===== config.mk =====
export PLATFORM = sky130hd
export DESIGN_NAME = sfie_unit
export DESIGN_NICKNAME = d
export VERILOG_FILES = /design/src/pkg/sfie_pkg.sv /design/src/hw/sfie_unit.sv
export SDC_FILE = /design/constraint.sdc
export NUM_CORES = 1
export LEC_CHECK = 0
export BUFFER_PORTS_ARGS = -buffer_cell sky130_fd_sc_hd__buf_2
export CAP_MARGIN = 10
export CORE_MARGIN = 4
export CORE_UTILIZATION = 41
export CTS_BUF_LIST = sky130_fd_sc_hd__clkbuf_4 sky130_fd_sc_hd__clkbuf_8
export CTS_CLUSTER_DIAMETER = 120
export DETAILED_ROUTE_END_ITERATION = 8
export GPL_TIMING_DRIVEN = 0
export PLACE_DENSITY_LB_ADDON = 0.2
export SLEW_MARGIN = 20
export SYNTH_ARGS = -nofsm -noshare
export SYNTH_HDL_FRONTEND = slang
export SYNTH_SLANG_ARGS = --single-unit

===== constraint.sdc =====
create_clock -name clock -period 2.15 [get_ports clock]
set_input_delay 0.3225 -clock clock [delete_from_list [all_inputs] [get_ports clock]]
set_output_delay 0.3225 -clock clock [all_outputs]
set_load 0.005 [all_outputs]

===== src/pkg/sfie_pkg.sv =====
// shared constants and types of the vector floating-point exception unit
package sfie_pkg;
   // ----------------------------------------------------------------
   // register map
   // ----------------------------------------------------------------
   localparam logic [31:0] ADDR_CTRL_STATUS = 32'h0000_0000;
   localparam logic [31:0] ADDR_CTRL_REG_FOUR = 32'h0000_0004;
   localparam logic [31:0] CTRL_STATUS_RESET = 32'h0000_1F80;
   localparam logic [31:0] CTRL_STATUS_WMASK = 32'h0000_9FFF;
   localparam logic [31:0] CTRL_REG_FOUR_RESET = 32'h0000_0000;
   // ----------------------------------------------------------------
   // control/status field positions; OS_HANDLER_SUPPORT is a bit of register four
   // ----------------------------------------------------------------
   localparam int INVALID_OP_FLAG = 0;
   localparam int DENORMAL_FLAG = 1;
   localparam int DIV_ZERO_FLAG = 2;
   localparam int OVERFLOW_FLAG = 3;
   localparam int UNDERFLOW_FLAG = 4;
   localparam int INEXACT_FLAG = 5;
   localparam int DENORMALS_ZERO = 6;
   localparam int INVALID_OP_MASK = 7;
   localparam int DENORMAL_MASK = 8;
   localparam int DIV_ZERO_MASK = 9;
   localparam int OVERFLOW_MASK = 10;
   localparam int UNDERFLOW_MASK = 11;
   localparam int INEXACT_MASK = 12;
   localparam int FLUSH_TO_ZERO = 15;
   localparam int NUM_EXC = 6;
   localparam int OS_HANDLER_SUPPORT = 10;
   // ----------------------------------------------------------------
   // single-precision encodings
   // ----------------------------------------------------------------
   localparam logic [7:0] EXP_ALL_ONES = 8'hFF;
   localparam logic [7:0] EXP_INT_LIMIT = 8'h9E;
   localparam int QUIET_BIT = 22;
   localparam logic [31:0] QNAN_INDEFINITE = 32'hFFC0_0000;
   localparam logic [31:0] INT_INDEFINITE = 32'h8000_0000;
   localparam logic [31:0] INT_MIN_AS_FLOAT = 32'hCF00_0000;
   localparam logic [31:0] MASK_ALL_ONES = 32'hFFFF_FFFF;
   localparam logic [31:0] MASK_ALL_ZEROS = 32'h0000_0000;
   // zero, parity, carry: all set means not comparable
   localparam logic [2:0] FLAGS_UNORDERED = 3'h7;
   // ----------------------------------------------------------------
   // operation classes and compare predicates
   // ----------------------------------------------------------------
   typedef enum logic [3:0] {
      OP_ADD = 4'h0, OP_SUB = 4'h1, OP_MUL = 4'h2, OP_DIV = 4'h3,
      OP_SQRT = 4'h4, OP_MAXMIN = 4'h5, OP_CMP = 4'h6, OP_COMI = 4'h7,
      OP_F2I = 4'h8, OP_F2F = 4'h9
   } sfie_op_t;
   typedef enum logic [2:0] {
      PRED_EQ = 3'h0, PRED_LT = 3'h1, PRED_LE = 3'h2, PRED_UNORD = 3'h3,
      PRED_NEQ = 3'h4, PRED_NLT = 3'h5, PRED_NLE = 3'h6, PRED_ORD = 3'h7
   } sfie_pred_t;
   // ----------------------------------------------------------------
   // carriers
   // ----------------------------------------------------------------
   typedef struct packed {
      sfie_op_t op;
      sfie_pred_t pred;
      logic [31:0] src1;
      logic [31:0] src2;
      logic [31:0] dpResult;
      logic [2:0] dpFlags;
      logic [NUM_EXC-1:1] otherExc;
   } sfie_req_t;
   typedef struct packed {
      logic [31:0] result;
      logic [2:0] statusFlags;
      logic writeDest;
      logic writeFlags;
   } sfie_resp_t;
endpackage

===== src/hw/sfie_unit.sv =====
// vector floating-point exception unit with invalid-operation handling
// ------------------------------------------------------------------
// How it works
// RULE_01: fault raised in the cycle after the instruction completes.
// RULE_02: six flag bits and six mask bits live in control/status.
// RULE_03: APB write loads masks; APB read returns masks and flags.
// RULE_04: unmasked exception with OS support bit set raises vector fault.
// RULE_05: OS support bit clear raises invalid-opcode fault instead.
// RULE_06: invalid flag at bit 0, invalid mask at bit 7.
// RULE_07: masked response overwrites the named destination register.
// RULE_08: arithmetic, sqrt or conversion with signaling NaN returns it quiet.
// RULE_09: masked sqrt of negative non-zero returns quiet NaN indefinite.
// RULE_10: max or min with any NaN returns the second source.
// RULE_11: compare with NaN gives zeros, ones for NEQ, UNORD, NLT, NLE.
// RULE_12: ordered compare-to-flags with NaN sets flags to unordered.
// RULE_13: invalid infinity and zero combinations return quiet NaN indefinite.
// RULE_14: float-to-integer of NaN, infinity or out of range gives indefinite.
// RULE_15: unmasked invalid leaves operands unchanged and calls the handler.
// RULE_16: a quiet NaN alone does not signal invalid.
// RULE_17: quiet NaN signals invalid in flags compare and LT/LE/NLT/NLE.
// RULE_18: flush-to-zero and denormals-are-zero do not touch invalid logic.
// RULE_19: denormal flag at bit 1, mask at bit 8.
// RULE_20: divide-by-zero flag at bit 2, mask at bit 9.
// RULE_21: overflow flag at bit 3, mask at bit 10.
// RULE_22: underflow flag at bit 4, mask at bit 11.
// RULE_23: invalid flag set on detection, masked or not, until reloaded.
//
// The register addresses and register access over APB were left to the implementer.
module sfie_unit
   import sfie_pkg::*;
(
   // clock, reset, enable
   input wire logic clock,
   input wire logic resetn,
   input wire logic ce,
   // apb slave
   input wire logic psel,
   input wire logic penable,
   input wire logic pwrite,
   input wire logic [31:0] paddr,
   input wire logic [31:0] pwdata,
   output logic [31:0] prdata,
   output logic pready,
   output logic pslverr,
   // completed instruction from the datapath
   input wire logic reqValid,
   input wire sfie_req_t req,
   // response and faults
   output logic respValid,
   output sfie_resp_t resp,
   output logic vectorFpFault,
   output logic invalidOpcodeFault,
   // mode levels for the datapath
   output logic flushToZero,
   output logic denormalsZero
);
   // ----------------------------------------------------------------
   // operand classification
   // ----------------------------------------------------------------
   function automatic logic isNan(input logic [31:0] v);
      return (v[30:23] == EXP_ALL_ONES) && (v[22:0] != '0);
   endfunction
   function automatic logic isSnan(input logic [31:0] v);
      return isNan(v) && !v[QUIET_BIT];
   endfunction
   function automatic logic isInf(input logic [31:0] v);
      return (v[30:23] == EXP_ALL_ONES) && (v[22:0] == '0);
   endfunction
   function automatic logic isZero(input logic [31:0] v);
      return v[30:0] == '0;
   endfunction

   logic [31:0] ctrlStatus;
   logic ctrlRegFour;
   logic [31:0] next_ctrlStatus;

   wire logic [31:0] a = req.src1;
   wire logic [31:0] b = req.src2;
   wire logic nanA = isNan(a);
   wire logic nanB = isNan(b);
   wire logic anyNan = nanA | nanB;
   wire logic anySnan = isSnan(a) | isSnan(b);
   wire logic infA = isInf(a);
   wire logic infB = isInf(b);
   wire logic zeroA = isZero(a);
   wire logic zeroB = isZero(b);
   wire logic signDiffer = a[31] ^ b[31];

   // ----------------------------------------------------------------
   // invalid-operation detection
   // ----------------------------------------------------------------
   // the mode bits are deliberately not read here: a denormal treated
   // as zero must not turn into an infinity-times-zero invalid
   wire logic addInv = (req.op == OP_ADD)
      & infA & infB & signDiffer; // RULE_13 RULE_18
   wire logic subInv = (req.op == OP_SUB)
      & infA & infB & !signDiffer; // RULE_13
   wire logic mulInv = (req.op == OP_MUL)
      & ((infA & zeroB) | (zeroA & infB)); // RULE_13
   wire logic divInv = (req.op == OP_DIV)
      & ((zeroA & zeroB) | (infA & infB)); // RULE_13
   wire logic infInv = addInv | subInv | mulInv | divInv;
   wire logic sqrtNeg = (req.op == OP_SQRT) & a[31] & !zeroA & !nanA; // RULE_09
   wire logic orderedPred = (req.pred == PRED_LT) | (req.pred == PRED_LE)
      | (req.pred == PRED_NLT) | (req.pred == PRED_NLE);
   wire logic onesPred = (req.pred == PRED_NEQ) | (req.pred == PRED_UNORD)
      | (req.pred == PRED_NLT) | (req.pred == PRED_NLE);
   wire logic outOfRange = (a[30:23] >= EXP_INT_LIMIT)
      & (a != INT_MIN_AS_FLOAT);
   wire logic f2iInv = nanA | infA | outOfRange; // RULE_14

   logic invDetect;
   always_comb begin
      unique case (req.op)
         OP_ADD, OP_SUB, OP_MUL, OP_DIV:
            invDetect = anySnan | infInv; // RULE_08 RULE_16
         OP_SQRT, OP_F2F: invDetect = isSnan(a) | sqrtNeg; // RULE_08
         OP_MAXMIN: invDetect = anySnan; // RULE_16
         OP_CMP: invDetect = anySnan | (anyNan & orderedPred); // RULE_17
         OP_COMI: invDetect = anyNan; // RULE_17
         OP_F2I: invDetect = f2iInv;
         default: invDetect = 1'b0;
      endcase
   end

   // ----------------------------------------------------------------
   // masked responses
   // ----------------------------------------------------------------
   wire logic [31:0] quietA = a | (32'h1 << QUIET_BIT);
   wire logic [31:0] quietB = b | (32'h1 << QUIET_BIT);
   logic [31:0] maskedResult;
   logic [2:0] maskedFlags;
   always_comb begin
      maskedResult = req.dpResult;
      maskedFlags = req.dpFlags;
      unique case (req.op)
         OP_ADD, OP_SUB, OP_MUL, OP_DIV, OP_SQRT, OP_F2F: begin
            if (infInv | sqrtNeg) begin
               maskedResult = QNAN_INDEFINITE; // RULE_09 RULE_13
            end else if (isSnan(a)) begin
               maskedResult = quietA; // RULE_08
            end else if (isSnan(b) & (req.op != OP_SQRT)
                         & (req.op != OP_F2F)) begin
               maskedResult = quietB; // RULE_08
            end
         end
         OP_MAXMIN: begin
            if (anyNan) begin
               maskedResult = b; // RULE_10
            end
         end
         OP_CMP: begin
            if (anyNan) begin
               maskedResult = onesPred ? MASK_ALL_ONES
                  : MASK_ALL_ZEROS; // RULE_11
            end
         end
         OP_COMI: begin
            if (anyNan) begin
               maskedFlags = FLAGS_UNORDERED; // RULE_12
            end
         end
         OP_F2I: begin
            if (f2iInv) begin
               maskedResult = INT_INDEFINITE; // RULE_14
            end
         end
         default: begin
            maskedResult = req.dpResult;
         end
      endcase
   end

   // ----------------------------------------------------------------
   // fault selection
   // ----------------------------------------------------------------
   wire logic [NUM_EXC-1:0] excNow = {req.otherExc, invDetect};
   wire logic [NUM_EXC-1:0] maskNow =
      ctrlStatus[INEXACT_MASK:INVALID_OP_MASK]; // RULE_02
   wire logic unmaskedAny = reqValid & |(excNow & ~maskNow);
   wire logic osSupport = ctrlRegFour;
   // a faulting instruction writes no destination or compare flags, so the handler sees the
   // original operands
   wire logic writeOk = !unmaskedAny; // RULE_15
   wire logic isComi = req.op == OP_COMI;

   always_ff @(posedge clock) begin
      if (!resetn) begin
         respValid <= 1'b0;
         resp <= '0;
         vectorFpFault <= 1'b0;
         invalidOpcodeFault <= 1'b0;
      end else if (ce) begin
         respValid <= reqValid; // RULE_01
         resp.result <= maskedResult;
         resp.statusFlags <= maskedFlags;
         resp.writeDest <= reqValid & writeOk & !isComi; // RULE_07
         resp.writeFlags <= reqValid & writeOk & isComi;
         vectorFpFault <= unmaskedAny & osSupport; // RULE_04
         invalidOpcodeFault <= unmaskedAny & !osSupport; // RULE_05
      end
   end

   // ----------------------------------------------------------------
   // apb slave
   // ----------------------------------------------------------------
   wire logic hitCsr = paddr == ADDR_CTRL_STATUS;
   wire logic hitCr4 = paddr == ADDR_CTRL_REG_FOUR;
   wire logic hitAny = hitCsr | hitCr4;
   wire logic setup = psel & !penable;
   wire logic access = psel & penable & ce;
   wire logic csrWrite = access & pwrite & hitCsr; // RULE_03
   wire logic cr4Write = access & pwrite & hitCr4;
   wire logic [31:0] readMux = hitCsr ? ctrlStatus
      : hitCr4 ? (32'({ctrlRegFour}) << OS_HANDLER_SUPPORT) : '0;

   assign pready = ce;
   assign pslverr = psel & penable & !hitAny;
   assign flushToZero = ctrlStatus[FLUSH_TO_ZERO];
   assign denormalsZero = ctrlStatus[DENORMALS_ZERO];

   // an event landing with a software load still leaves its flag set
   wire logic [NUM_EXC-1:0] flagSet = reqValid ? excNow : '0;
   always_comb begin
      next_ctrlStatus = ctrlStatus;
      if (csrWrite) begin
         next_ctrlStatus = pwdata & CTRL_STATUS_WMASK;
      end
      next_ctrlStatus[INEXACT_FLAG:INVALID_OP_FLAG] =
         next_ctrlStatus[INEXACT_FLAG:INVALID_OP_FLAG] | flagSet; // RULE_23
   end

   always_ff @(posedge clock) begin
      if (!resetn) begin
         ctrlStatus <= CTRL_STATUS_RESET;
         ctrlRegFour <= CTRL_REG_FOUR_RESET[OS_HANDLER_SUPPORT];
         prdata <= '0;
      end else if (ce) begin
         ctrlStatus <= next_ctrlStatus; // RULE_06 RULE_19 RULE_20
         if (cr4Write) begin
            ctrlRegFour <= pwdata[OS_HANDLER_SUPPORT];
         end
         if (setup & !pwrite) begin
            prdata <= readMux; // RULE_03 RULE_21 RULE_22
         end
      end
   end

   // ----------------------------------------------------------------
   // checks
   // ----------------------------------------------------------------
   faults_exclusive_a: assert property (@(posedge clock) disable iff (!resetn)
      !(vectorFpFault & invalidOpcodeFault))
      else $error("both fault kinds raised together");
   vector_fault_os_a: assert property (@(posedge clock) disable iff (!resetn)
      (ce & reqValid & |(excNow & ~maskNow) & osSupport)
      |=> vectorFpFault) // RULE_04
      else $error("vector fault missing with os support");
   opcode_fault_os_a: assert property (@(posedge clock) disable iff (!resetn)
      (ce & reqValid & |(excNow & ~maskNow) & !osSupport)
      |=> invalidOpcodeFault) // RULE_05
      else $error("invalid opcode fault missing");
   unmasked_no_write_a: assert property (@(posedge clock)
      disable iff (!resetn)
      vectorFpFault | invalidOpcodeFault |-> !resp.writeDest) // RULE_15
      else $error("faulting instruction wrote its destination");
   sqrt_negative_a: assert property (@(posedge clock) disable iff (!resetn)
      (ce & reqValid & req.op == OP_SQRT & a[31] & !zeroA & !nanA)
      |=> resp.result == QNAN_INDEFINITE) // RULE_09
      else $error("negative sqrt not indefinite");
   invalid_sticky_a: assert property (@(posedge clock) disable iff (!resetn)
      (ce & ctrlStatus[INVALID_OP_FLAG] & !csrWrite)
      |=> ctrlStatus[INVALID_OP_FLAG]) // RULE_23
      else $error("invalid flag dropped without a load");
   invalid_set_a: assert property (@(posedge clock) disable iff (!resetn)
      (ce & reqValid & invDetect) |=> ctrlStatus[INVALID_OP_FLAG]) // RULE_23
      else $error("invalid flag not set on detection");
   comi_unordered_a: assert property (@(posedge clock) disable iff (!resetn)
      (ce & reqValid & isComi & anyNan)
      |=> resp.statusFlags == FLAGS_UNORDERED) // RULE_12
      else $error("unordered compare flags wrong");
   qnan_quiet_a: assert property (@(posedge clock) disable iff (!resetn)
      (ce & reqValid & req.op == OP_ADD & anyNan & !anySnan & !infInv)
      |-> !invDetect) // RULE_16
      else $error("quiet NaN alone signalled invalid");
   unmapped_err_a: assert property (@(posedge clock) disable iff (!resetn)
      (psel & penable & !hitAny) |-> pslverr)
      else $error("unmapped access not refused");

   // the checks below compare against the encodings themselves, so a
   // broken response mux cannot hide behind its own expression

   ce_freeze_a: assert property (@(posedge clock)
      disable iff (!resetn)
      (!ce & resetn) |=> $stable(ctrlStatus) & $stable(respValid))
      else $error("state moved with enable low");

   maxmin_src2_a: assert property (@(posedge clock) // RULE_10
      disable iff (!resetn)
      (ce & reqValid & req.op == OP_MAXMIN & anyNan)
      |=> resp.result == $past(b))
      else $error("max or min NaN result wrong");

   cmp_mask_a: assert property (@(posedge clock) // RULE_11
      disable iff (!resetn)
      (ce & reqValid & req.op == OP_CMP & anyNan)
      |=> resp.result == (($past(req.pred) inside
         {PRED_NEQ, PRED_UNORD, PRED_NLT, PRED_NLE})
         ? MASK_ALL_ONES : MASK_ALL_ZEROS))
      else $error("compare NaN mask wrong");

   cmp_qnan_inv_a: assert property (@(posedge clock) // RULE_17
      disable iff (!resetn)
      (reqValid & req.op == OP_CMP & anyNan & (req.pred inside
         {PRED_LT, PRED_LE, PRED_NLT, PRED_NLE})) |-> invDetect)
      else $error("ordered predicate NaN not invalid");

   comi_qnan_inv_a: assert property (@(posedge clock) // RULE_17
      disable iff (!resetn)
      (reqValid & isComi & anyNan) |-> invDetect)
      else $error("flags compare NaN not invalid");

   inf_indefinite_a: assert property (@(posedge clock) // RULE_13
      disable iff (!resetn)
      (ce & reqValid & infInv) |=> resp.result == QNAN_INDEFINITE)
      else $error("infinity case not indefinite");

   f2i_indefinite_a: assert property (@(posedge clock) // RULE_14
      disable iff (!resetn)
      (ce & reqValid & req.op == OP_F2I & (nanA | infA))
      |=> resp.result == INT_INDEFINITE)
      else $error("integer indefinite missing");

   snan_quiet_a: assert property (@(posedge clock) // RULE_08
      disable iff (!resetn)
      (ce & reqValid & req.op == OP_ADD & isSnan(a))
      |=> resp.result == ($past(a) | 32'h0040_0000))
      else $error("signaling NaN not quieted");

   masked_write_a: assert property (@(posedge clock) // RULE_07
      disable iff (!resetn)
      (ce & reqValid & !isComi & !unmaskedAny) |=> resp.writeDest)
      else $error("masked result not written");

   fault_timing_a: assert property (@(posedge clock) // RULE_01
      disable iff (!resetn)
      (vectorFpFault | invalidOpcodeFault) |-> respValid)
      else $error("fault apart from its response");

   masked_no_fault_a: assert property (@(posedge clock) // RULE_02
      disable iff (!resetn)
      (ce & reqValid & !(|(excNow & ~maskNow)))
      |=> !vectorFpFault & !invalidOpcodeFault)
      else $error("masked exception faulted");

   unmasked_flags_a: assert property (@(posedge clock) // RULE_15
      disable iff (!resetn)
      (ce & reqValid & unmaskedAny) |=> !resp.writeFlags)
      else $error("faulting compare wrote flags");

   read_csr_a: assert property (@(posedge clock) // RULE_03
      disable iff (!resetn)
      (ce & setup & !pwrite & hitCsr) |=> prdata == $past(ctrlStatus))
      else $error("control/status read wrong");

   read_unmapped_a: assert property (@(posedge clock)
      disable iff (!resetn)
      (ce & setup & !pwrite & !hitAny) |=> prdata == '0)
      else $error("unmapped read not zero");

   cr4_write_a: assert property (@(posedge clock) // RULE_04
      disable iff (!resetn)
      cr4Write |=> osSupport == $past(pwdata[OS_HANDLER_SUPPORT]))
      else $error("support bit write lost");
endmodule


==> flow_summary_export.csv, run 1 <==
group,metric,value,unit
yosys,synth_area,4390,um^2
timing,period_share,99.0,%
floorplan,die-area,12400,um^2
grt,track_usage,25.9,%
grt,grt_max_degree,15,
outcome,status,"complete, no violations",
cells_and_area,post-route-util,60.2,%
floorplan,start_util,42.4,%
yosys,synth_top_flop_cell,"dfxtp_1",
cells_and_area,layout_commonest_cell,"buf_2",
run,drv_cap,0,
clocking,clkSinkCount,69,
yosys,synthArstFlopShare,0,%
cells_and_area,multiInputGateArea,2880,um^2
critical_path,path_cells,"buf_2 > clkbuf_1 > and3b_1 > o21ai_0 > o2111ai_4 > clkbuf_2 > a221o_1 > o211ai_1 > a31oi_1",
cells_and_area,num-fill-cells,1004,
floorplan,die_x,111,um
cells_and_area,layout_common_cells,"buf_2, dfxtp_1, o21ai_0",
cells_and_area,nNetsFinal,1013,
grt,gr-total-overflow,0,
critical_path,cp_slowest_stage_delay,0.41,ns
detailed_routing,vias_per_cell,5.73,
timing,holdWs,0.193,ns
yosys,syn_area_per_cell,7.75,um^2
place,place_hpwl,13500,um
detailed_routing,antenna_left,0,
clocking,clk_pin_slew_worst_paths,0.09,ns
floorplan,die_h,111,um
grt,antenna_found_initial,0,
timing,setup_viol_count_final,0,
pwr,p_leak,2.84,nW
cells_and_area,n_antenna_cell,0,
floorplan,rows,37,
yosys,ys_ff_latch,69,
clocking,cts-htree-levels,3,
floorplan,ioPinCount,258,
timing,finalClockSkew,0.00965,ns
cells_and_area,syn_to_final_growth,42.2,%
critical_path,crit_type,"primary input to flip-flop",
grt,grt_pass1_wl,26600,um
clocking,clockRootBuffer,"clkbuf_8",
timing,period_needed,2.13,ns
yosys,synth_cells,567,
floorplan,core_region_area,10400,um^2
min_path,hp-class,"primary input to flip-flop",
yosys,synth_edf_count,0,
place,numPortBuffers,218,
clocking,insertion_delay,0.35,ns
timing,fmax,0.470,GHz
critical_path,cp.required,2.38,ns
timing,rsz0062_at_grt,"yes",
detailed_routing,vias,5551,
timing,tightest_slew,0.547,ns
yosys,yosysSeqAreaShare,31.5,%
grt,grt_pass1_vias,5324,
detailed_routing,wl_per_cell,17.9,um
detailed_routing,firstDrtPassIters,6,
clocking,clockBufferDepth,2,
critical_path,crit_arrival,2.36,ns
detailed_routing,drt_iter0_markers,332,
yosys,ys_warn_count,0,
clocking,cts_buffers,9,
pwr,powerDensity,526,nW/um^2
critical_path,slowest_stage,"o21ai_0",
detailed_routing,wirelength,17300,um
critical_path,crit_path_start_kind,"primary input",
pwr,vdd_drop_max,0.308,mV
place,place.gp.congestion,0.932,
cells_and_area,seq_area,1380,um^2
critical_path,crit_fanout,10,
timing,hold_violations,0,
timing,slew_headroom,63.4,%
yosys,ys_types,63,
timing,slew_violations,0,
critical_path,end_kind,"flip-flop",
cells_and_area,drive_above_1_share,38.7,%
detailed_routing,drc,0,
clocking,cts_tree,"built",
-- sequential cells by signal (all words and copies together), names as in the netlist --
name,count
ctrlRegFour,1
resp,37
prdata,14
ctrlStatus,14
invalidOpcodeFault,1
vectorFpFault,1
respValid,1
-- synthesized netlist by cell type (4+ instances only) --
| library cell | n | share of area (%) |
|---|---|---|
| a21oi_1 | 29 | 3.3 |
| nand3_1 | 5 | 0.57 |
| and4_1 | 4 | 0.80 |
| nor4_1 | 18 | 2.6 |
| and3_1 | 5 | 0.71 |
| nor3_1 | 8 | 0.91 |
| nor4_2 | 4 | 1.1 |
| buf_4 | 19 | 3.2 |
| nor2_1 | 37 | 3.2 |
| buf_2 | 8 | 0.91 |
| ha_1 | 4 | 1.1 |
| a22o_1 | 7 | 1.4 |
| clkbuf_1 | 33 | 2.8 |
| o21ai_1 | 10 | 1.1 |
| a31oi_1 | 32 | 4.6 |
| a221o_1 | 21 | 4.8 |
| nor2b_1 | 23 | 3.3 |
| o21ai_0 | 68 | 7.7 |
| inv_1 | 12 | 1.0 |
| nand2_1 | 49 | 4.2 |
| dfxtp_1 | 69 | 31 |
| nand4_1 | 6 | 0.85 |
| mux2i_1 | 6 | 1.4 |
| o211ai_1 | 25 | 4.3 |
| a22oi_1 | 19 | 3.2 |
-- through the flow --
step	cells	cell area (um^2)	total power [W]	setup WS [ns]	TNS (ns)
finish	968	6240	0.00329	0.0214	0
global route	968	6240	0.00342	-0.0577	-0.217
CTS	961	6060	0.00327	0.00178	0
detailed placement	938	5730	0.00203	-0.804	-31.76
global placement	938	5730	0.00202	-0.767	-28.61
floorplan	584	4470	0.00169	-0.00406	-0.00406
-- critical path: cells and delay by family --
kind	cells	cell delay, ns
AND/OR/NAND/NOR	1	0.21
AO/OA/AOI/OAI	5	1.25
buffers and inverters	3	0.56
-- final cells by class --
cell class,instances,share of cell area [%]
inverters,13,0.782
clock inverters,7,1.64
repair buffers,232,19.2
multi-input cells,442,46.1
clock buffers,9,1.98
plain buffers,60,5.53
flip-flops and latches,69,22.1
well taps,136,2.73
-- power by group --
part | switching (W) | internal (W)
clock | 0.000574 | 0.000670
sequential | 0.0000296 | 0.00133
combinational | 0.000360 | 0.000317
total | 0.000964 | 0.00232
-- timing repair --
item,in CTS,in global routing
setup endpoints to repair,46,60
pin swaps,4,7
hold buffers,0,0
resized for setup,14,53
hold endpoints to repair,0,0
setup buffers,7,7
-- kinds of logic (layout without fill, tap and decap cells) --
logic type,Yosys count,after routing,synth area share (%)
compound gates,234,234,35.5
simple gates,177,177,21.7
buf+inv,73,321,8.09
flops,69,69,31.5
mux,7,7,1.62
fa+ha+maj,4,4,1.14
xor+xnor,2,2,0.399
other cells,1,18,0.0854
-- metal layers --
| layer | share of wire, % | global-route usage [%] |
|---|---|---|
| met1 | 41 | 32.8 |
| met2 | 46 | 43.3 |
| met3 | 11 | 7.01 |
| met4 | 2.0 | 7.79 |
| met5 | 0 | 0 |
-- path summary, 6_finish.rpt --
path / start / end / slack (ns) / depth (start not counted)
setup / recovery: req[110] / resp[17]$_SDFFE_PN0P_ / 0.02 / 9
hold / removal: pwdata[11] / ctrlStatus[11]$_SDFFE_PN1P_ / 0.19 / 3
setup reg to reg: ctrlStatus[10]$_SDFFE_PN1P_ / vectorFpFault$_SDFFE_PN0P_ / 0.71 / 5
hold reg to reg: ctrlStatus[6]$_SDFFE_PN0P_ / ctrlStatus[6]$_SDFFE_PN0P_ / 0.49 / 2
Power figures use the tool's default switching activity.
==> inputs of run 2 (changes only) <==
ABC_AREA = 1   (was unset)
CORE_UTILIZATION = 45   (was 41)
SLEW_MARGIN = unset   (was 20)
==> flow_summary_export.csv, run 2 <==
group,metric,value,unit
detailed_routing,wirelength,20400,um
place,place_hpwl,16400,um
cells_and_area,top_register,"resp",
detailed_routing,antenna_left,0,
yosys,synth_top_flop_cell,"dfxtp_1",
yosys,synth_top_family_by_area,"simple AND/OR/NAND/NOR gates",
timing,period_needed,1.96,ns
detailed_routing,drt_iter0_markers,474,
yosys,synth.area.top_cells,"dfxtp_1, nand2_1, inv_1",
critical_path,reg2reg_slack,0.78,ns
yosys,synthArstFlopShare,0,%
timing,period_share,91.0,%
timing,hold_violations,0,
yosys,syn_area_per_cell,5.84,um^2
critical_path,timing.rr.start,"ctrlStatus[11]$_SDFFE_PN1P_",
detailed_routing,drc,0,
clocking,clockRootBuffer,"clkbuf_8",
timing,finalClockSkew,0.0112,ns
yosys,ys_warn_count,0,
critical_path,r2r-end,"vectorFpFault$_SDFFE_PN0P_",
critical_path,cp_slowest_stage_delay,0.39,ns
yosys,synth_cells,1004,
cells_and_area,largest_register_ffs,37,
floorplan,start_util,46.3,%
timing,slew_headroom,41.9,%
grt,grt_max_degree,13,
critical_path,r2r_cells,5,
grt,grt_pass1_wl,31600,um
critical_path,crit_start,"req[46]",
floorplan,die_h,122,um
clocking,clockBufferDepth,2,
critical_path,end_kind,"flip-flop",
detailed_routing,firstDrtPassIters,6,
cells_and_area,layout_common_cells,"nand2_1, buf_2, inv_1",
yosys,synth_compound_area_share,16.4,%
timing,slew_violations,0,
min_path,hp-class,"primary input to flip-flop",
floorplan,ioPinCount,258,
critical_path,cp.required,2.36,ns
clocking,clkSinkCount,69,
yosys,synth_area,5860,um^2
yosys,synth_common_cells,"nand2_1, inv_1, nor2_1",
clocking,cts-htree-levels,3,
grt,antenna_found_initial,3,
yosys,synth_edf_count,0,
pwr,p_leak,4.05,nW
place,place.gp.congestion,0.926,
clocking,ctsHoldBuffers,0,
grt,grt_pass1_vias,6545,
yosys,synth_xor_area_share,0.149,%
floorplan,die_x,122,um
yosys,synth_most_common_cell,"nand2_1",
place,placed_cell_area,7240,um^2
clocking,cts_setup_buffers,0,
yosys,yosysSeqAreaShare,23.6,%
timing,holdWs,0.177,ns
run,drv_cap,0,
clocking,cts_buffers,9,
critical_path,critPathMostFrequentCell,"nand2_1",
detailed_routing,wl_per_cell,14.3,um
critical_path,cp.depth,14,
cells_and_area,layout_commonest_cell,"nand2_1",
yosys,ys_ff_latch,69,
detailed_routing,vias,7117,
min_path,min_from,"pwdata[11]",
grt,gr-total-overflow,0,
detailed_routing,vias_per_cell,4.98,
critical_path,critPathBufInv,3,
floorplan,core_region_area,12700,um^2
yosys,yosysTopAreaCellShare,23.6,%
outcome,status,"complete, no violations",
pwr,powerDensity,449,nW/um^2
cells_and_area,stdcell_count,1430,
critical_path,crit_arrival,2.17,ns
critical_path,critPathTopFamily,"simple AND/OR/NAND/NOR gates",
grt,track_usage,26.6,%
place,dp_cells,1412,
clocking,clk_pin_slew_worst_paths,0.08,ns
cells_and_area,nNetsFinal,1437,
cells_and_area,design_area,7450,um^2
yosys,muxShareOfSynthArea,0,%
yosys,synthSimpleGateAreaFrac,43.4,%
clocking,insertion_delay,0.35,ns
timing,fmax,0.511,GHz
pwr,power,0.00334,W
pwr,vdd_drop_max,0.257,mV
yosys,ys_types,48,
yosys,synth-adder-area-share,0.854,%
cells_and_area,drive_above_1_share,28.9,%
critical_path,crit_path_end,"resp[8]$_SDFFE_PN0P_",
place,numPortBuffers,219,
timing,tightest_slew,0.864,ns
critical_path,crit_path_start_kind,"primary input",
critical_path,crit_fanout,10,
timing,setup_viol_count_final,0,
cells_and_area,reg.largest.list,"resp x37, ctrlStatus x14, prdata x14",
critical_path,slowest_stage,"clkbuf_1",
clocking,cts_tree,"built",
floorplan,die-area,14900,um^2
critical_path,path_cells,"buf_2 > nor2_1 > nand2_1 > nor2_1 > nand3_2 > nand2_2 > nand2_4 > inv_6 > clkbuf_1 > o21ai_0 > nand2_1 > nand2_1 > nand2_1 > a21oi_1",
critical_path,crit_type,"primary input to flip-flop",
cells_and_area,syn_to_final_growth,27.1,%
yosys,yosysTopAreaCell,"dfxtp_1",
floorplan,rows,41,
==> run 2: cell count changes in the layout (fill, tap and decap cells not counted), sizes merged, moves of 18 or more <==
cell,delta
a221o,-21
a21oi,+38
o211ai,-22
nor2,+68
nor2b,-23
a31oi,-29
nand2,+290
inv,+110
a22oi,-18
nand3,+55
nand4,+28
==> run 2: kinds of logic after synthesis <==
group                    Yosys count
buffers and inverters            197
other                              1
AO/OA/AOI/OAI                    169
adder cells (fa/ha/maj)            4
XOR/XNOR                           1
AND/OR/NAND/NOR                  563
flip-flops                        69
==> run 2: final cells by class <==
cell class,instances,area [um^2]
multi-input cells,755,3630
clock buffers,11,145
flip-flops and latches,69,1380
inverters,128,485
repair buffers,219,1100
clock inverters,5,60.1
well taps,172,215
plain buffers,69,427
fillers,1359,5220
diodes,2,5.00
==> run 2: timing repair <==
item | CTS | global route
resized for setup | 0 | 1
setup endpoints to repair | 0 | 9
endpoints found under the hold margin | 0 | 0
==> run 2: worst min-delay path, delay by kind of cell <==
family / cells / cell delay, ns
simple gates: 2 / 0.10
buf+inv: 1 / 0.08
==> run 2: metal layers <==
metal  GRT usage, %  part of all wire, %  up-vias
met2           46.1                   47      287
met1           33.5                   42     3125
met4           8.05                  2.5        2
met3           5.06                  8.2       37
li1               -                    -     3666
met5              0                0.064        -
==> run 2: power by group <==
part,leakage [nW],switching [W],internal [W]
Clock,0.103,0.000505,0.000582
Combinational,3.38,0.000515,0.000370
Sequential,0.565,0.0000309,0.00134
Total,4.05,0.00105,0.00229
==> run 2: how the worst min path moves through the flow <==
stage | to | depth (start not counted)
final | ctrlStatus[11]$_SDFFE_PN1P_ | 3
after global routing | ctrlStatus[12]$_SDFFE_PN1P_ | 3
after CTS | ctrlStatus[11]$_SDFFE_PN1P_ | 3
after detailed placement | invalidOpcodeFault$_SDFFE_PN0P_ | 2
after global placement | respValid$_SDFFE_PN0P_ | 2
after floorplan | prdata[0]$_SDFFE_PN0P_ | 2
==> run 2: through the flow <==
stage               setup WS, ns  TNS [ns]  utilization, %
floorplan                  0.422         0               -
global placement          -0.162     -1.95            57.1
detailed placement        -0.159     -2.51            57.1
CTS                        0.215         0            58.7
global route            -0.00223  -0.00223            58.8
finish                     0.193         0            58.8
==> inputs of run 3 (changes only) <==
CORE_UTILIZATION = 44   (was 45)
CTS_BUF_LIST = sky130_fd_sc_hd__clkbuf_8 sky130_fd_sc_hd__clkbuf_16   (was sky130_fd_sc_hd__clkbuf_4 sky130_fd_sc_hd__clkbuf_8)
==> flow_summary_export.csv, run 3 (synthesis gave the netlist of run 2 again) <==
group,metric,value,unit
place,place_hpwl,16400,um
timing,rsz0062_at_grt,"no",
run,drv_cap,0,
critical_path,crit_path_start_kind,"primary input",
outcome,status,"complete, no violations",
grt,grt_pass1_wl,31500,um
cells_and_area,reg.largest.list,"resp x37, ctrlStatus x14, prdata x14",
clocking,ctsHoldBuffers,0,
timing,tightest_slew,0.828,ns
cells_and_area,nNetsFinal,1437,
grt,grt_pass1_vias,6486,
clocking,cts-htree-levels,3,
floorplan,core_region_area,12800,um^2
clocking,insertion_delay,0.34,ns
critical_path,crit_arrival,2.16,ns
detailed_routing,vias_per_cell,4.99,
timing,slew_headroom,44.4,%
pwr,vdd_drop_max,0.402,mV
place,place.gp.congestion,0.939,
clocking,cts_setup_buffers,0,
floorplan,start_util,45.7,%
grt,gr-total-overflow,0,
detailed_routing,drt_iter0_markers,490,
min_path,hp-class,"primary input to flip-flop",
floorplan,ioPinCount,258,
floorplan,die_h,123,um
critical_path,cp.required,2.34,ns
timing,holdWs,0.214,ns
place,numPortBuffers,219,
cells_and_area,layout_common_cells,"nand2_1, buf_2, inv_1",
floorplan,die-area,15200,um^2
critical_path,crit_type,"primary input to flip-flop",
clocking,ctsResizeCount,0,
detailed_routing,wirelength,20600,um
critical_path,crit_fanout,5,
clocking,cts_buffers,9,
timing,finalClockSkew,0.00600,ns
critical_path,end_kind,"flip-flop",
place,placed_cell_area,7240,um^2
detailed_routing,antenna_left,0,
grt,track_usage,26.3,%
timing,hold_violations,0,
grt,grt_max_degree,13,
timing,setup_viol_count_final,0,
grt,antenna_found_initial,2,
clocking,cts_tree,"built",
detailed_routing,wl_per_cell,14.4,um
cells_and_area,top_register,"resp",
timing,slew_violations,0,
timing,fmax,0.509,GHz
clocking,clockRootBuffer,"clkbuf_16",
cells_and_area,drive_above_1_share,28.9,%
pwr,p_leak,4.10,nW
detailed_routing,firstDrtPassIters,6,
cells_and_area,layout_commonest_cell,"nand2_1",
clocking,clockBufferDepth,2,
cells_and_area,syn_to_final_growth,28.7,%
floorplan,die_x,123,um
clocking,clkSinkCount,69,
clocking,clk_pin_slew_worst_paths,0.06,ns
timing,setup_tns,0,ns
cells_and_area,largest_register_ffs,37,
pwr,powerDensity,494,nW/um^2
floorplan,rows,41,
detailed_routing,vias,7132,
cells_and_area,design_area,7540,um^2
timing,period_share,91.5,%
timing,period_needed,1.97,ns
detailed_routing,drc,0,
## run 3: critical path: stages
cell     delay, ns
buf_2         0.12
nor2_1        0.10
nand2_1       0.09
nor2_1        0.21
nand3_2       0.15
nand2_2       0.10
nand2_4       0.09
nand2_1       0.20
nand3_1       0.10
nor2_1        0.11
nand2_1       0.14
nand2_1       0.16
nand2_1       0.10
nand3_1       0.10
a21oi_1       0.07
## run 3: final timing paths
| check | startpoint | endpoint | slack (ns) | cells past startpoint |
|---|---|---|---|---|
| worst min-delay path | pwdata[15] | ctrlStatus[15]$_SDFFE_PN0P_ | 0.21 | 3 |
| worst max-delay path | req[56] | vectorFpFault$_SDFFE_PN0P_ | 0.18 | 15 |
| worst min register to register | resp[5]$_SDFFE_PN0P_ | resp[5]$_SDFFE_PN0P_ | 0.46 | 2 |
| worst max register to register | ctrlStatus[12]$_SDFFE_PN1P_ | vectorFpFault$_SDFFE_PN0P_ | 0.80 | 5 |
## run 3: routing by layer
metal	global-route usage [%]	wire length, um
met2	43.3	9580
met5	0	12
met3	6.13	1770
met1	33.6	8660
met4	9.13	562
## run 3: final cells by class
type	count	area, um^2
Clock buffer	10	239
Clock inverter	6	62.6
Tap cell	172	215
Buffer	69	429
Multi-Input combinational cell	755	3630
Antenna cell	1	2.50
Sequential cell	69	1380
Fill cell	1392	5280
Inverter	128	485
Timing Repair Buffer	219	1100
## run 3: through the flow
step	util (%)	setup WS (ns)	power [W]	cells
after CTS	58.8	0.198	0.00375	1428
after detailed placement	56.4	-0.135	0.00227	1412
after global routing	58.8	0.00246	0.00392	1428
after floorplan	-	0.422	0.00190	1021
after global placement	56.4	-0.119	0.00227	1412
final	58.8	0.184	0.00373	1429
## run 3: where the power goes
group / internal [W] / switching, W / leakage [nW] / total [W]
logic: 0.000370 / 0.000512 / 3.39 / 0.000883
registers: 0.00134 / 0.0000308 / 0.565 / 0.00138
clock network: 0.000926 / 0.000545 / 0.146 / 0.00147
